`config.mk`:
```
export PLATFORM = sky130hd
export DESIGN_NAME = oarc_top
export DESIGN_NICKNAME = d
export VERILOG_FILES = /design/src/verilog/oarc_pkg.sv /design/src/verilog/oarc_fifo.sv /design/src/verilog/oarc_pointer.sv /design/src/verilog/oarc_top.sv
export SDC_FILE = /design/constraint.sdc
export NUM_CORES = 1
export LEC_CHECK = 0
export BUFFER_PORTS_ARGS = -buffer_cell sky130_fd_sc_hd__buf_2
export CAP_MARGIN = 30
export CORE_UTILIZATION = 59
export DETAILED_ROUTE_END_ITERATION = 10
export PLACE_DENSITY = 0.8
export SYNTH_ARGS = -nofsm -noshare
export SYNTH_HDL_FRONTEND = slang
export SYNTH_SLANG_ARGS = --single-unit
export TNS_END_PERCENT = 30
```
`constraint.sdc`:
```
create_clock -name sys_clk -period 3.4 [get_ports sys_clk]
set_input_delay 0.34 -clock sys_clk [delete_from_list [all_inputs] [get_ports sys_clk]]
set_output_delay 0.34 -clock sys_clk [all_outputs]
set_load 0.05 [all_outputs]
```
`src/verilog/oarc_pkg.sv`:
```
// Constants for the OLED address-window and re-map command decoder.
// Assumes a byte-wide host port with a data/command select beside it.
package oarc_pkg;
	localparam logic [7:0] CMD_COLUMN = 8'h15;
	localparam logic [7:0] CMD_ROW = 8'h75;
	localparam logic [7:0] CMD_RAM_WRITE = 8'h5C;
	localparam logic [7:0] CMD_RAM_READ = 8'h5D;
	localparam logic [7:0] CMD_REMAP = 8'hA0;
	localparam logic [6:0] ADDR_MAX = 7'h7F;
	localparam logic [6:0] COL_START_RESET = 7'h00;
	localparam logic [6:0] COL_END_RESET = 7'h7F;
	localparam logic [6:0] ROW_START_RESET = 7'h00;
	localparam logic [6:0] ROW_END_RESET = 7'h7F;
	localparam logic [7:0] REMAP_RESET = 8'h60;
	localparam int REMAP_INC_BIT = 0;
	localparam int REMAP_COLREV_BIT = 1;
	localparam int REMAP_SWAP_BIT = 2;
	localparam int REMAP_RSVD_BIT = 3;
	localparam int REMAP_SCANREV_BIT = 4;
	localparam int REMAP_SPLIT_BIT = 5;
	localparam int REMAP_DEPTH_LSB = 6;
	// Avalon register byte addresses
	localparam logic [3:0] REG_COLUMN = 4'h0;
	localparam logic [3:0] REG_ROW = 4'h4;
	localparam logic [3:0] REG_REMAP = 4'h8;
	localparam logic [3:0] REG_STATUS = 4'hC;
	localparam int FIFO_DEPTH = 16;
	localparam int FIFO_WIDTH = 8;
	typedef enum logic [2:0] {
		ST_IDLE = 3'b000,
		ST_PARAM_A = 3'b001,
		ST_PARAM_B = 3'b010,
		ST_WRITE = 3'b011,
		ST_READ = 3'b100
	} oarc_state_type;
endpackage

```
`src/verilog/oarc_fifo.sv`:
```
// Synchronous flip-flop FIFO with valid/ready on both sides.
// Assumes one clock and a synchronous active-low reset.
`timescale 1ns/1ns
module oarc_fifo
#(
	parameter int WIDTH = 8,
	parameter int DEPTH = 16
)
(
	input wire logic sys_clk,
	input wire logic rst_b,
	input wire logic [WIDTH-1:0] inData,
	input wire logic inValid,
	output logic inReady,
	output logic [WIDTH-1:0] outData,
	output logic outValid,
	input wire logic outReady
);
	localparam int AW = $clog2(DEPTH);
	// Wrap-bit full test only works for a power-of-two depth
	if (WIDTH < 1 || DEPTH < 2 || (1 << AW) != DEPTH)
	begin
		$error("oarc_fifo depth must be a power of two");
	end
	logic [WIDTH-1:0] mem_q [DEPTH];
	logic [AW:0] wrPtr_q;
	logic [AW:0] rdPtr_q;
	logic push;
	logic pop;
	// Full when pointers differ only in the wrap bit
	assign inReady = (wrPtr_q ^ rdPtr_q) != {1'b1, {AW{1'b0}}};
	assign outValid = wrPtr_q != rdPtr_q;
	assign outData = mem_q[rdPtr_q[AW-1:0]];
	assign push = inValid && inReady;
	assign pop = outValid && outReady;
	// Storage, no reset needed for the data
	always_ff @(posedge sys_clk)
	begin
		if (push)
			mem_q[wrPtr_q[AW-1:0]] <= inData;
	end
	// Pointers
	always_ff @(posedge sys_clk)
	begin
		if (!rst_b)
		begin
			wrPtr_q <= '0;
			rdPtr_q <= '0;
		end
		else
		begin
			if (push)
				wrPtr_q <= wrPtr_q + 1'b1;
			if (pop)
				rdPtr_q <= rdPtr_q + 1'b1;
		end
	end
endmodule

```
`src/verilog/oarc_pointer.sv`:
```
// Display-RAM address pointer that walks the programmed window.
// Assumes start and end are stable while stepping.
`timescale 1ns/1ns
module oarc_pointer
(
	input wire logic sys_clk,
	input wire logic rst_b,
	input wire logic load,
	input wire logic step,
	input wire logic vertical,
	input wire logic [6:0] colStart,
	input wire logic [6:0] colEnd,
	input wire logic [6:0] rowStart,
	input wire logic [6:0] rowEnd,
	output logic [6:0] col_q,
	output logic [6:0] row_q
);
	logic colWrap;
	logic rowWrap;
	assign colWrap = col_q == colEnd;
	assign rowWrap = row_q == rowEnd;
	// Wrap to start and step the other dimension
	always_ff @(posedge sys_clk)
	begin
		if (!rst_b)
		begin
			col_q <= 7'h00;
			row_q <= 7'h00;
		end
		else if (load)
		begin
			col_q <= colStart;
			row_q <= rowStart;
		end
		else if (step)
		begin
			if (!vertical)
			begin
				col_q <= colWrap ? colStart : col_q + 7'h01;
				if (colWrap)
					row_q <= rowWrap ? rowStart : row_q + 7'h01;
			end
			else
			begin
				row_q <= rowWrap ? rowStart : row_q + 7'h01;
				if (rowWrap)
					col_q <= colWrap ? colStart : col_q + 7'h01;
			end
		end
	end
endmodule

```
`src/verilog/oarc_top.sv`:
```
// Command decoder for window, re-map and RAM access commands.
// Assumes host bytes arrive synchronous to sys_clk with a one-cycle strobe.
// How it works
// Host sends commands with select low and parameter bytes with select high.
// 0x15 takes column start then column end, seven bits each.
// Column window resets to 0..127, values 0 to 127.
// 0x75 takes row start then end, reset 0..127.
// 0x5C opens a write phase; data bytes go to RAM at pointer.
// 0x5D opens a read phase; host reads RAM at pointer.
// 0xA0 takes config byte then a zero byte.
// Config bit 0 picks horizontal or vertical increment.
// Config bit 1 reverses column to segment mapping.
// Config bit 2 swaps colour component order.
// Config bit 3 reserved, reset 0.
// Config bit 4 reverses common scan direction.
// Config bit 5 enables odd/even common split, set at reset.
// Config bits 7:6 colour depth, reset 65k.
// Pointer wraps at window end and steps the other dimension.
`timescale 1ns/1ns
module oarc_top
#(
	parameter int FIFO_DEPTH = oarc_pkg::FIFO_DEPTH
)
(
	input wire logic sys_clk,
	input wire logic rst_b,
	input wire logic [7:0] hostByte,
	input wire logic hostDataSel,
	input wire logic hostWrite,
	output logic hostWriteReady_q,
	input wire logic hostRead,
	output logic [7:0] hostReadByte_q,
	output logic hostReadValid_q,
	output logic ramWrite_q,
	output logic [7:0] ramWriteByte_q,
	output logic ramReadReq_q,
	output logic [6:0] ramCol_q,
	output logic [6:0] ramRow_q,
	input wire logic [7:0] ramReadByte,
	output logic segRemap_q,
	output logic colourSwap_q,
	output logic comScanReverse_q,
	output logic comSplit_q,
	output logic [1:0] colourDepth_q,
	input wire logic [3:0] avs_address,
	input wire logic avs_read,
	input wire logic avs_write,
	input wire logic [31:0] avs_writedata,
	output logic [31:0] avs_readdata_q,
	output logic avs_waitrequest_q
);
	if (FIFO_DEPTH < 2)
	begin
		$error("oarc_top fifo depth too small");
	end
	oarc_pkg::oarc_state_type state_q;
	logic [7:0] cmd_q;
	logic [7:0] paramA_q;
	logic [6:0] colStart_q;
	logic [6:0] colEnd_q;
	logic [6:0] rowStart_q;
	logic [6:0] rowEnd_q;
	logic [7:0] remap_q;
	logic [7:0] fifoData;
	logic fifoValid;
	logic fifoReady;
	logic fifoPop;
	logic fifoInReady;
	logic [7:0] fifoByte;
	logic [7:0] fifoInByte;
	logic fifoInValid;
	logic [6:0] col_q;
	logic [6:0] row_q;
	logic ptrLoad;
	logic ptrStep;
	logic readPend_q;
	logic busWr;
	logic byteTake;
	// Host bytes queue here; command and data bytes alike stall when full
	assign fifoInByte = hostByte;
	assign fifoInValid = hostWrite && hostWriteReady_q;
	oarc_fifo #(.WIDTH(oarc_pkg::FIFO_WIDTH), .DEPTH(FIFO_DEPTH)) u_fifo
	(
		.sys_clk(sys_clk),
		.rst_b(rst_b),
		.inData({fifoInByte[7:1], fifoInByte[0]}),
		.inValid(fifoInValid),
		.inReady(fifoInReady),
		.outData(fifoData),
		.outValid(fifoValid),
		.outReady(fifoReady)
	);
	assign fifoByte = fifoData;
	// Select bit rides beside the data in a parallel one-bit FIFO
	logic selOut;
	logic selValid;
	oarc_fifo #(.WIDTH(1), .DEPTH(FIFO_DEPTH)) u_sel
	(
		.sys_clk(sys_clk),
		.rst_b(rst_b),
		.inData(hostDataSel),
		.inValid(fifoInValid),
		.inReady(),
		.outData(selOut),
		.outValid(selValid),
		.outReady(fifoReady)
	);
	// Drain pauses only while a read is pending; a command byte must
	// still drain in a read phase, or the host could never leave it
	assign fifoReady = !readPend_q;
	assign fifoPop = fifoValid && selValid && fifoReady;
	assign byteTake = fifoPop;
	// Registered ready trails fullness by a cycle; host must space writes near full
	always_ff @(posedge sys_clk)
	begin
		if (!rst_b)
			hostWriteReady_q <= 1'b0;
		else
			hostWriteReady_q <= fifoInReady;
	end
	// Window pointer; a load beats a step asked in the same cycle
	oarc_pointer u_ptr
	(
		.sys_clk(sys_clk),
		.rst_b(rst_b),
		.load(ptrLoad),
		.step(ptrStep),
		.vertical(remap_q[oarc_pkg::REMAP_INC_BIT]),
		.colStart(colStart_q),
		.colEnd(colEnd_q),
		.rowStart(rowStart_q),
		.rowEnd(rowEnd_q),
		.col_q(col_q),
		.row_q(row_q)
	);
	// A command byte (select low) always restarts decoding
	assign ptrLoad = byteTake && !selOut && (fifoByte == oarc_pkg::CMD_RAM_WRITE ||
		fifoByte == oarc_pkg::CMD_RAM_READ);
	// One step per RAM data byte or per read request taken
	assign ptrStep = (byteTake && selOut && state_q == oarc_pkg::ST_WRITE) ||
		(hostRead && state_q == oarc_pkg::ST_READ && !readPend_q);
	// Command decoder; a parameter byte with no command pending is dropped
	always_ff @(posedge sys_clk)
	begin
		if (!rst_b)
		begin
			state_q <= oarc_pkg::ST_IDLE;
			cmd_q <= 8'h00;
			paramA_q <= 8'h00;
		end
		else if (byteTake && !selOut)
		begin
			cmd_q <= fifoByte;
			unique case (fifoByte)
				oarc_pkg::CMD_COLUMN, oarc_pkg::CMD_ROW, oarc_pkg::CMD_REMAP:
					state_q <= oarc_pkg::ST_PARAM_A;
				oarc_pkg::CMD_RAM_WRITE:
					state_q <= oarc_pkg::ST_WRITE;
				oarc_pkg::CMD_RAM_READ:
					state_q <= oarc_pkg::ST_READ;
				default:
					state_q <= oarc_pkg::ST_IDLE;
			endcase
		end
		else if (byteTake)
		begin
			unique case (state_q)
				oarc_pkg::ST_PARAM_A:
				begin
					paramA_q <= fifoByte;
					state_q <= oarc_pkg::ST_PARAM_B;
				end
				oarc_pkg::ST_PARAM_B:
					state_q <= oarc_pkg::ST_IDLE;
				default:
					state_q <= state_q;
			endcase
		end
	end
	// Window and re-map registers, loaded on the second parameter
	// A bus write to the column, row or re-map address in the same cycle wins and the host parameter is lost
	always_ff @(posedge sys_clk)
	begin
		if (!rst_b)
		begin
			colStart_q <= oarc_pkg::COL_START_RESET;
			colEnd_q <= oarc_pkg::COL_END_RESET;
			rowStart_q <= oarc_pkg::ROW_START_RESET;
			rowEnd_q <= oarc_pkg::ROW_END_RESET;
			remap_q <= oarc_pkg::REMAP_RESET;
		end
		else if (busWr && avs_address == oarc_pkg::REG_COLUMN)
		begin
			colStart_q <= avs_writedata[6:0];
			colEnd_q <= avs_writedata[14:8];
		end
		else if (busWr && avs_address == oarc_pkg::REG_ROW)
		begin
			rowStart_q <= avs_writedata[6:0];
			rowEnd_q <= avs_writedata[14:8];
		end
		else if (busWr && avs_address == oarc_pkg::REG_REMAP)
			remap_q <= avs_writedata[7:0];
		else if (byteTake && selOut && state_q == oarc_pkg::ST_PARAM_B)
		begin
			unique case (cmd_q)
				oarc_pkg::CMD_COLUMN:
				begin
					colStart_q <= paramA_q[6:0];
					colEnd_q <= fifoByte[6:0];
				end
				oarc_pkg::CMD_ROW:
				begin
					rowStart_q <= paramA_q[6:0];
					rowEnd_q <= fifoByte[6:0];
				end
				oarc_pkg::CMD_REMAP:
					remap_q <= paramA_q; // second byte ignored
				default:
					remap_q <= remap_q;
			endcase
		end
	end
	// Mode outputs straight from the config byte
	// Reset values taken from the config reset byte so the two never disagree
	always_ff @(posedge sys_clk)
	begin
		if (!rst_b)
		begin
			segRemap_q <= oarc_pkg::REMAP_RESET[oarc_pkg::REMAP_COLREV_BIT];
			colourSwap_q <= oarc_pkg::REMAP_RESET[oarc_pkg::REMAP_SWAP_BIT];
			comScanReverse_q <= oarc_pkg::REMAP_RESET[oarc_pkg::REMAP_SCANREV_BIT];
			comSplit_q <= oarc_pkg::REMAP_RESET[oarc_pkg::REMAP_SPLIT_BIT];
			colourDepth_q <= oarc_pkg::REMAP_RESET[oarc_pkg::REMAP_DEPTH_LSB+1:oarc_pkg::REMAP_DEPTH_LSB];
		end
		else
		begin
			segRemap_q <= remap_q[oarc_pkg::REMAP_COLREV_BIT];
			colourSwap_q <= remap_q[oarc_pkg::REMAP_SWAP_BIT];
			comScanReverse_q <= remap_q[oarc_pkg::REMAP_SCANREV_BIT];
			comSplit_q <= remap_q[oarc_pkg::REMAP_SPLIT_BIT];
			colourDepth_q <= remap_q[oarc_pkg::REMAP_DEPTH_LSB+1:oarc_pkg::REMAP_DEPTH_LSB];
		end
	end
	// RAM port; column reversal applied on the segment side, not here
	// Address is the pointer before it steps, so it lines up with the byte
	always_ff @(posedge sys_clk)
	begin
		if (!rst_b)
		begin
			ramWrite_q <= 1'b0;
			ramWriteByte_q <= 8'h00;
			ramReadReq_q <= 1'b0;
			ramCol_q <= 7'h00;
			ramRow_q <= 7'h00;
			readPend_q <= 1'b0;
			hostReadValid_q <= 1'b0;
			hostReadByte_q <= 8'h00;
		end
		else
		begin
			ramWrite_q <= byteTake && selOut && state_q == oarc_pkg::ST_WRITE;
			ramWriteByte_q <= fifoByte;
			ramCol_q <= col_q;
			ramRow_q <= row_q;
			ramReadReq_q <= hostRead && state_q == oarc_pkg::ST_READ && !readPend_q;
			if (hostRead && state_q == oarc_pkg::ST_READ && !readPend_q)
				readPend_q <= 1'b1;
			else if (ramReadReq_q)
				readPend_q <= 1'b0;
			hostReadValid_q <= ramReadReq_q;
			if (ramReadReq_q)
				hostReadByte_q <= ramReadByte;
		end
	end
	// Avalon slave: one wait cycle, then answer
	// Read data follows the address every cycle; valid as waitrequest drops
	assign busWr = avs_write && !avs_waitrequest_q;
	always_ff @(posedge sys_clk)
	begin
		if (!rst_b)
		begin
			avs_waitrequest_q <= 1'b1;
			avs_readdata_q <= 32'h00000000;
		end
		else
		begin
			avs_waitrequest_q <= !((avs_read || avs_write) && avs_waitrequest_q);
			unique case (avs_address)
				oarc_pkg::REG_COLUMN:
					avs_readdata_q <= {17'h00000, colEnd_q, 1'b0, colStart_q};
				oarc_pkg::REG_ROW:
					avs_readdata_q <= {17'h00000, rowEnd_q, 1'b0, rowStart_q};
				oarc_pkg::REG_REMAP:
					avs_readdata_q <= {24'h000000, remap_q};
				oarc_pkg::REG_STATUS:
					avs_readdata_q <= {5'h00, state_q, 1'b0, row_q, 1'b0, col_q, 7'h00, fifoValid};
				default:
					avs_readdata_q <= 32'h00000000;
			endcase
		end
	end
endmodule

```
==> results.toml, run 1 <==
[global_route]
antenna_found_initial = 0
grt_pass1_wl_um = 46240
grt_pass1_vias = 8426
grt_max_degree = 44
grt_usage_pct = 27.15
overflow = 0

[hold_path]
hp-class = "input port to flip-flop"
holdPathEnd = "avs_waitrequest_q"
worstHoldStart = "avs_write"
whs_path_depth = 2

[placement]
post_dp_cell_area_um2 = 13580
gp_congestion = 0.8789
io_buffer_count = 107
dp_hpwl_um = 19800

[routing]
ant_nets = 0
wl_per_cell_um = 20.32
first_pass_iters = 5
drt_iter0_drc = 760
vias_per_cell = 6.080
routed_wl_um = 29400
via_count = 8798
drc = 0

[finish]
synthToLayoutAreaGrowth_pct = 15.26
drive_above_1_share_pct = 22.10
final_core_util_pct = 69.24
final_nets = 1221
layout_commonest_cell = "dfxtp_1"
mostFrequentLayoutCells = "163 x dfxtp_1, 144 x edfxtp_1, 116 x nor2_1"
final_cell_area_um2 = 14560
num_antenna_cells = 0

[clock_network]
clk_latency_ns = 0.55
ctsLongestPathBuffers = 3
cts_htree_levels = 1
clk_pin_slew_ns = 0.06
cts_root_buf = "clkbuf_16"
cts_tree = "done"
cts_resized = 0
post_cts_buffers = 0
cts.sinks = 308
cts_inserted_buffers = 29

[synth]
syn_avg_cell_area_um2 = 12.36
synth-async-reset-ratio_pct = 0
synth_ff_type = "dfxtp_1"
synth_top_cell_by_area = "edfxtp_1"
yosysUniqueCellTypes = 67
syn_inst = 1022
ys_seq_area_share_pct = 60.24
ys_ff_latch = 308
synthesis.area_um2 = 12630
synth_area_leaders = "edfxtp_1 34%, dfxtp_1 26%, mux4_2 6.1%, nor2_1 3.4%, mux2i_1 3.3%"
synth_edf_count = 144
synth_top_area_share_pct = 34.24
yosysWarnings = 0

[floorplan]
die-area_um2 = 21990
die_w_um = 148.3
coreArea_um2 = 21020
rows = 53
ioPinCount = 132
start_util_pct = 60.07
die_h_um = 148.3

[pwr]
leakagePower_nw = 5.654
ir_drop_uv = 411.6
swShare_pct = 26.15
powerDensity_nw_per_um2 = 606.0
combPwrFrac_pct = 16.5
power_switching_mw = 2.306
clkPwrFrac_pct = 37.2
p_seq_share_pct = 46.3
internal-power_mw = 6.514

[sta]
finalCritPeriodShare_pct = 90.07
finalHoldViolations = 0
timing.final.crit_period_ns = 3.062
setup_viol = 0
max_freq_mhz = 326.6
slew_viol_final = 0
setup_tns_ns = 0
fin_worst_skew_ns = 0.01452
slew-limit-headroom_pct = 40.47
tightest_slew_ns = 0.8870
rsz0062_at_grt = "no"

[critical_path]
critPathRequiredTime_ns = 3.84
worst-setup-path-type = "flip-flop to flip-flop"
r2r_slack_ns = 0.34
rr_worst_depth = 9
start_kind = "flip-flop"
r2r_end = "u_ptr.col_q[6]"
crit_fanout = 31
endpoint_kind = "flip-flop"
arrival_ns = 3.50

[run]
drv_cap = 0

[status]
outcome = "completed"
==> worst max-delay path, cell delays in order, from the launching register on <==
cell and delay, ns:
dfxtp_2 0.34, buf_12 0.25, mux4_2 0.56, a22oi_1 0.36
nand3_1 0.30, nor2b_1 0.28, and4b_1 0.28, buf_12 0.18
a21oi_2 0.09, o221a_2 0.29
==> cells by family after synthesis <==
family / after synthesis / synth area share [%]
AND/OR/NAND/NOR: 343 / 13.45
flip-flops: 308 / 60.24
AO/OA/AOI/OAI: 155 / 8.432
multiplexers: 82 / 10.46
buffers and inverters: 79 / 3.289
XOR/XNOR: 42 / 2.913
adder cells (fa/ha/maj): 12 / 1.189
other: 1 / 0.02970
==> power by group through the flow <==
stage	logic [mW]	clock network, mW	registers, mW
3_3_place_gp	1.41	0	4.16
3_5_place_dp	1.44	0	4.16
6_report	1.46	3.28	4.08
2_1_floorplan	0.956	0	4.24
4_1_cts	1.45	3.29	4.08
5_1_grt	1.56	3.44	4.10
==> synth_stat cells, types with 3 or more instances <==
master / number
and3_1: 16
mux2i_1: 42
and4_1: 4
a211oi_1: 7
inv_1: 15
xor2_1: 22
a31oi_1: 33
a21oi_1: 38
buf_4: 12
nand2b_1: 11
buf_6: 6
edfxtp_1: 144
buf_2: 10
mux4_2: 34
dfxtp_1: 164
o221a_2: 7
xnor2_1: 20
a22oi_1: 17
nand3_1: 16
nand2_1: 84
nor3_1: 16
nor2b_1: 6
o311ai_0: 3
nor4b_1: 3
o211ai_1: 5
nor2_1: 116
nor4_1: 6
nand4_1: 10
nand4b_1: 4
o221a_1: 4
ha_1: 12
o311ai_1: 3
nand3b_1: 4
and2_1: 29
o21ai_0: 13
o22ai_1: 8
clkbuf_1: 30
mux4_1: 4
buf_1: 5
==> registers in the layout, summed over array words and instances (netlist names), 7 cells and up, named ones only <==
signal,flops
u_fifo.mem_q,128
avs_readdata_q,25
u_sel.mem_q,16
cmd_q,8
hostReadByte_q,8
paramA_q,8
ramWriteByte_q,8
remap_q,8
colEnd_q,7
colStart_q,7
ramCol_q,7
ramRow_q,7
rowEnd_q,7
rowStart_q,7
u_ptr.col_q,7
u_ptr.row_q,7
==> worst max-delay path by stage <==
stage	cells after the start	start	slack (ns)	to
5_1_grt	6	u_sel.wrPtr_q[3]	0.12	rowEnd_q[6]
6_report	9	flip-flop	0.34	u_ptr.col_q[6]
3_5_place_dp	9	flip-flop	0.40	u_ptr.col_q[0]
3_3_place_gp	9	flip-flop	0.45	u_ptr.col_q[0]
2_1_floorplan	8	avs_waitrequest_q	0.77	colEnd_q[1]
4_1_cts	9	flip-flop	0.39	u_ptr.col_q[6]
==> repair_timing <==
item / in CTS / in global routing
hold buffers: 1 / 0
endpoints found under the setup margin: 0 / 0
endpoints found under the hold margin: 1 / 0
==> metal layers <==
metal | share of wire, % | wire length, um | vias to the layer above | GRT usage [%]
met4 | 3.1 | 923 | 0 | 9.381
met3 | 6.9 | 2035 | 71 | 3.160
met2 | 48 | 14080 | 397 | 44.60
met1 | 42 | 12360 | 4316 | 37.60
li1 | - | - | 4014 | -
met5 | 0 | 0 | - | 0
==> area by class of cell <==
| cell class | count | area [um2] |
|---|---|---|
| fillers | 1423 | 6466 |
| flip-flops and latches | 308 | 7609 |
| inverters | 15 | 56.30 |
| well taps | 275 | 344.1 |
| clock inverters | 9 | 127.6 |
| multi-input cells | 641 | 4641 |
| repair buffers | 155 | 935.9 |
| clock buffers | 44 | 842.1 |
==> stage by stage <==
step | worst slack, ns | total power, mW | hold WS, ns | instances
floorplan | 0.7669 | 5.197 | 0.4317 | 1028
global placement | 0.4536 | 5.567 | 0.4049 | 1393
detailed placement | 0.3977 | 5.605 | 0.4396 | 1393
CTS | 0.3860 | 8.833 | 0.02556 | 1447
global route | 0.1224 | 9.101 | 0.03705 | 1447
finish | 0.3378 | 8.820 | 0.02815 | 1447
Note: power is estimated with default switching activity, not from simulation.
==> inputs of run 2 (changes only) <==
Settings changed: ABC_AREA set to 1.
==> results.toml, run 2 <==
[status]
outcome = "completed"

[synth]
ys_seq_area_share_pct = 58.22
ys_ff_latch = 308
syn_inst = 1480
syn_avg_cell_area_um2 = 8.829
synth_most_common_cell = "nand2_1"
synth_ff_type = "dfxtp_1"
synth_top_area_share_pct = 33.09
synth-async-reset-ratio_pct = 0
synth_common_cells = "332 x nand2_1, 195 x nor2_1, 164 x dfxtp_1"
yosysUniqueCellTypes = 42
synth_edf_count = 144
synth_top_cell_by_area = "edfxtp_1"
yosysWarnings = 0
synth_area_leaders = "edfxtp_1 33%, dfxtp_1 25%, nand2_1 9.5%, nor2_1 5.6%, inv_1 4.4%"
synthesis.area_um2 = 13070

[routing]
via_count = 10370
drt_iter0_drc = 880
drc = 0
ant_nets = 0
wl_per_cell_um = 16.13
first_pass_iters = 6
routed_wl_um = 30470
vias_per_cell = 5.490

[floorplan]
coreArea_um2 = 21760
die-area_um2 = 22750
start_util_pct = 60.06
rows = 54
die_w_um = 150.8
ioPinCount = 132
die_h_um = 150.8

[pwr]
powerDensity_nw_per_um2 = 679.1
p_seq_share_pct = 41.1
combPwrFrac_pct = 22.5
leakagePower_nw = 6.459
clkPwrFrac_pct = 36.4
internal-power_mw = 7.000
swShare_pct = 31.32
power_switching_mw = 3.192
ir_drop_uv = 549.7

[critical_path]
start_kind = "flip-flop"
crit_fanout = 75
critPathRequiredTime_ns = 3.84
endpoint_kind = "flip-flop"
arrival_ns = 3.15
worst-setup-path-type = "flip-flop to flip-flop"

[run]
drv_cap = 0

[sta]
setup_viol = 0
slew_viol_final = 0
timing.final.crit_period_ns = 2.705
max_freq_mhz = 369.7
tightest_slew_ns = 1.017
fin_worst_skew_ns = 0.01848
finalHoldViolations = 0
rsz0062_at_grt = "no"
finalCritPeriodShare_pct = 79.56
slew-limit-headroom_pct = 32.21
setup_tns_ns = 0

[clock_network]
cts.sinks = 308
cts_htree_levels = 1
cts_tree = "done"
cts_root_buf = "clkbuf_16"
cts_inserted_buffers = 30
clk_latency_ns = 0.56
clk_pin_slew_ns = 0.06
cts_resized = 0
ctsLongestPathBuffers = 3

[global_route]
overflow = 0
grt_max_degree = 109
antenna_found_initial = 0
grt_pass1_wl_um = 47810
grt_usage_pct = 26.97
grt_pass1_vias = 9582

[finish]
mostFrequentLayoutCells = "332 x nand2_1, 195 x nor2_1, 163 x dfxtp_1"
largest_reg_flops = 128
final_nets = 1657
synthToLayoutAreaGrowth_pct = 14.86
layout_commonest_cell = "nand2_1"
num_antenna_cells = 0
fin_cells = 1889
drive_above_1_share_pct = 12.55

[placement]
dp_hpwl_um = 19690
gp_congestion = 0.9450
io_buffer_count = 107
dp_cells = 1826

[hold_path]
worstHoldStart = "avs_write"
hp-class = "input port to flip-flop"
[run 2: changes by cell type in the layout (fill, tap and decap cells not counted), sizes merged, moves of 27 or more]
| cell | before | now |
|---|---|---|
| nand2 | 84 | 336 |
| inv | 15 | 166 |
| o21ai | 14 | 113 |
| nor2 | 116 | 200 |
| nand3 | 18 | 100 |
| mux2i | 42 | 0 |
| mux4 | 38 | 0 |
| a31oi | 33 | 1 |
| o211ai | 5 | 36 |
| and2 | 30 | 0 |
| buf | 154 | 127 |
[run 2: per-layer routing]
layer / vias up / routed length, um / GRT usage, %
li1: 5053 / - / -
met1: 4807 / 12340 / 34.39
met2: 424 / 14960 / 46.63
met3: 87 / 2010 / 3.193
met4: 0 / 1159 / 10.95
met5: - / 0 / 0
[run 2: power by group through the flow]
| stage | Clock, mW | Combinational [mW] | Sequential [mW] |
|---|---|---|---|
| after floorplan | 0 | 1.47 | 4.37 |
| after global placement | 0 | 2.15 | 4.26 |
| after detailed placement | 0 | 2.22 | 4.26 |
| after CTS | 3.74 | 2.27 | 4.19 |
| after global routing | 3.87 | 2.52 | 4.22 |
| final | 3.70 | 2.30 | 4.19 |
[run 2: final cells by class]
cell class	instances	area, um2
flip-flops and latches	308	7609
multi-input cells	945	4491
inverters	166	625.6
fillers	1589	6748
clock inverters	19	305.3
repair buffers	135	813.3
well taps	280	350.3
clock buffers	36	814.5
[run 2: per-stage QoR]
| step | area (um2) | hold WS, ns | setup slack (ns) | utilization (%) | power [mW] |
|---|---|---|---|---|---|
| finish | 15010 | 0.02173 | 0.6950 | 68.98 | 10.19 |
| global route | 15010 | 0.009776 | 0.4659 | 68.98 | 10.61 |
| CTS | 15010 | 0.005437 | 0.7794 | 68.98 | 10.19 |
| detailed placement | 13810 | 0.4223 | 0.8139 | 63.47 | 6.481 |
| global placement | 13780 | 0.4173 | 0.8828 | 63.34 | 6.412 |
| floorplan | 13090 | 0.4040 | 1.385 | - | 5.844 |
[run 2: kinds of logic (layout without fill, tap and decap cells)]
logic type | count (synthesis) | count (layout) | share of synthesized area [%]
buffers and inverters | 233 | 356 | 7.584
multiplexers | 1 | 1 | 0.08618
adder cells (fa/ha/maj) | 12 | 12 | 1.149
AND/OR/NAND/NOR | 669 | 669 | 21.08
AO/OA/AOI/OAI | 225 | 225 | 9.777
XOR/XNOR | 31 | 31 | 2.078
other | 1 | 7 | 0.02870
flip-flops | 308 | 308 | 58.22
[run 2: repair_timing]
item                      CTS  global route
buffers inserted            0             0
hold buffers                8             0
hold endpoints to repair    8             0
[run 2: worst paths after layout]
kind                       end  slack, ns  depth (start not counted)
max             u_ptr.col_q[4]       0.69                         16
min          avs_waitrequest_q       0.02                          2
max reg2reg     u_ptr.col_q[4]       0.69                         16
min reg2reg         comSplit_q       0.44                          2
[run 2: worst max-delay path, cell delays in order, from the launching register on]
cell     delay (ns)
dfxtp_2        0.36
buf_12         0.29
nor2_1         0.09
nor2_1         0.09
o21ai_0        0.10
nand3_1        0.13
nand3_1        0.15
nand2_1        0.23
inv_2          0.11
nor2_2         0.20
nand3_4        0.17
nand3_1        0.12
nand2_2        0.15
inv_2          0.15
nand2_1        0.07
nand2_1        0.06
nor2_1         0.05
==> inputs of run 3 (changes only) <==
Clock period 3.4 ns to 2.65 ns, I/O delays scaled along.
==> results.toml, run 3 (synthesized netlist as in run 2, its figures left out) <==
[critical_path]
crit_buf_inv = 4
r2r_slack_ns = 0.22
path_delay_family = "simple AND/OR/NAND/NOR gates"
arrival_ns = 2.89
cp.depth = 17
crit_slowest_cell = "dfxtp_4"
endpoint = "u_ptr.col_q[4]"
rr_worst_depth = 17
r2r_end = "u_ptr.col_q[4]"
cp_cell_sequence = "inv_2, buf_12, nand2_1, nand3_1, nand3_1, nand3_1, nand2_1, inv_2, nand2_1, nor2_2, nand3_4, nand3_1, nand2_4, inv_2, nand2_1, nand2_1, nor2_1"
critPathRequiredTime_ns = 3.11
crit_fanout = 33
start_kind = "flip-flop"
cp_common_cell = "nand2_1"
cpPeakStageDelay_ns = 0.39
endpoint_kind = "flip-flop"
worst-setup-path-type = "flip-flop to flip-flop"

[finish]
final_core_util_pct = 70.15
synthToLayoutAreaGrowth_pct = 16.81
drive_above_1_share_pct = 14.63
largest_reg_flops = 128
final_nets = 1693
layout_commonest_cell = "nand2_1"
fill_cells = 1589
num_antenna_cells = 0
mostFrequentLayoutCells = "332 x nand2_1, 195 x nor2_1, 163 x dfxtp_1"

[sta]
timing.final.crit_period_ns = 2.429
slew-limit-headroom_pct = 63.15
fin_worst_skew_ns = 0.02237
setup_tns_ns = 0
finalCritPeriodShare_pct = 91.68
holdWs_ns = 0.007986
max_freq_mhz = 411.6
finalHoldViolations = 0
slew_viol_final = 0
setup_viol = 0
tightest_slew_ns = 0.5521
rsz0062_at_grt = "no"

[clock_network]
cts.sinks = 308
cts_htree_levels = 1
cts_inserted_buffers = 31
ctsLongestPathBuffers = 3
cts_root_buf = "clkbuf_16"
clk_latency_ns = 0.58
clk_pin_slew_ns = 0.06
cts_tree = "done"

[global_route]
grt_usage_pct = 27.11
overflow = 0
antenna_found_initial = 0
grt_max_degree = 52
grt_pass1_vias = 9746
grt_pass1_wl_um = 48150

[floorplan]
die_w_um = 150.8
die-area_um2 = 22750
die_h_um = 150.8
rows = 54
coreArea_um2 = 21760
ioPinCount = 132
start_util_pct = 60.06

[routing]
drc = 0
wl_per_cell_um = 16.09
drt_iter0_drc = 761
routed_wl_um = 31000
via_count = 10550
first_pass_iters = 6
vias_per_cell = 5.475
ant_nets = 0

[hold_path]
hp-class = "input port to flip-flop"

[placement]
gp_congestion = 0.9595
io_buffer_count = 107
dp_hpwl_um = 20570

[pwr]
powerDensity_nw_per_um2 = 843.7
leakagePower_nw = 6.647
total_power_mw = 12.88
ir_drop_uv = 1022

[run]
drv_cap = 0

[status]
outcome = "completed"
run 3: changes by cell type in the layout (fill, tap and decap cells not counted), moves of 2 or more:
cell / change
inv_4: +5
clkinv_2: +2
dlygate4sd3_1: +4
bufinv_16: -7
clkbuf_8: +5
clkinv_1: -4
buf_12: +2
buf_4: +28
inv_1: +2
clkbuf_16: +3
clkbuf_1: -3
run 3: worst min-delay path by stage:
stage                         end  slack, ns               from  cells past startpoint
6_report              rowEnd_q[0]      0.008   avs_writedata[8]                      3
5_1_grt               rowEnd_q[0]       0.02   avs_writedata[8]                      3
4_1_cts               rowEnd_q[0]      0.005   avs_writedata[8]                      3
3_5_place_dp    avs_waitrequest_q       0.43  avs_waitrequest_q                      1
3_3_place_gp    avs_waitrequest_q       0.42  avs_waitrequest_q                      1
2_1_floorplan  u_fifo.mem_q[0][0]       0.36        hostByte[0]                      0
run 3: worst min-delay path, delay by kind of cell:
family	cells	cell delay (ns)
AOI/OAI and AO/OA	1	0.11
buffers and inverters	1	0.10
and+or+nand+nor	1	0.07
run 3: routing by layer:
layer / vias up / track usage (%) / wire length (um)
met5: - / 0 / 0
met1: 4892 / 33.31 / 12330
met2: 428 / 46.86 / 15370
met4: 0 / 12.90 / 1339
met3: 101 / 3.976 / 1957
li1: 5130 / - / -
run 3: power by group:
group	total [mW]	internal [mW]	leakage [nW]	switching, mW
Combinational	3.05	0.975	3.47	2.08
Clock	4.42	2.57	0.546	1.85
Sequential	5.40	5.20	2.63	0.203
Total	12.9	8.75	6.65	4.13
run 3: through the flow:
step | std cells | area [um2] | worst slack [ns]
2_1_floorplan | 1486 | 13090 | 0.6732
3_3_place_gp | 1854 | 14020 | 0.2224
3_5_place_dp | 1854 | 14020 | 0.1435
4_1_cts | 1924 | 15210 | 0.09010
5_1_grt | 1927 | 15260 | 0.009165
6_report | 1927 | 15260 | 0.2205
run 3: repair_timing:
action / CTS / global route
buffers inserted: 0 / 2
resized for setup: 0 / 5
hold endpoints to repair: 11 / 0
setup endpoints to repair: 0 / 13
hold buffers: 12 / 0
run 3: final cells by class:
cell class	instances	area (um2)	share of cell area, %
multi-input combinational	945	4496	29.46
clock inverter	17	135.1	0.8854
tap	280	350.3	2.295
sequential	308	7611	49.87
inverter	166	630.6	4.132
timing repair buffer	170	1112	7.288
clock buffer	41	927.1	6.075
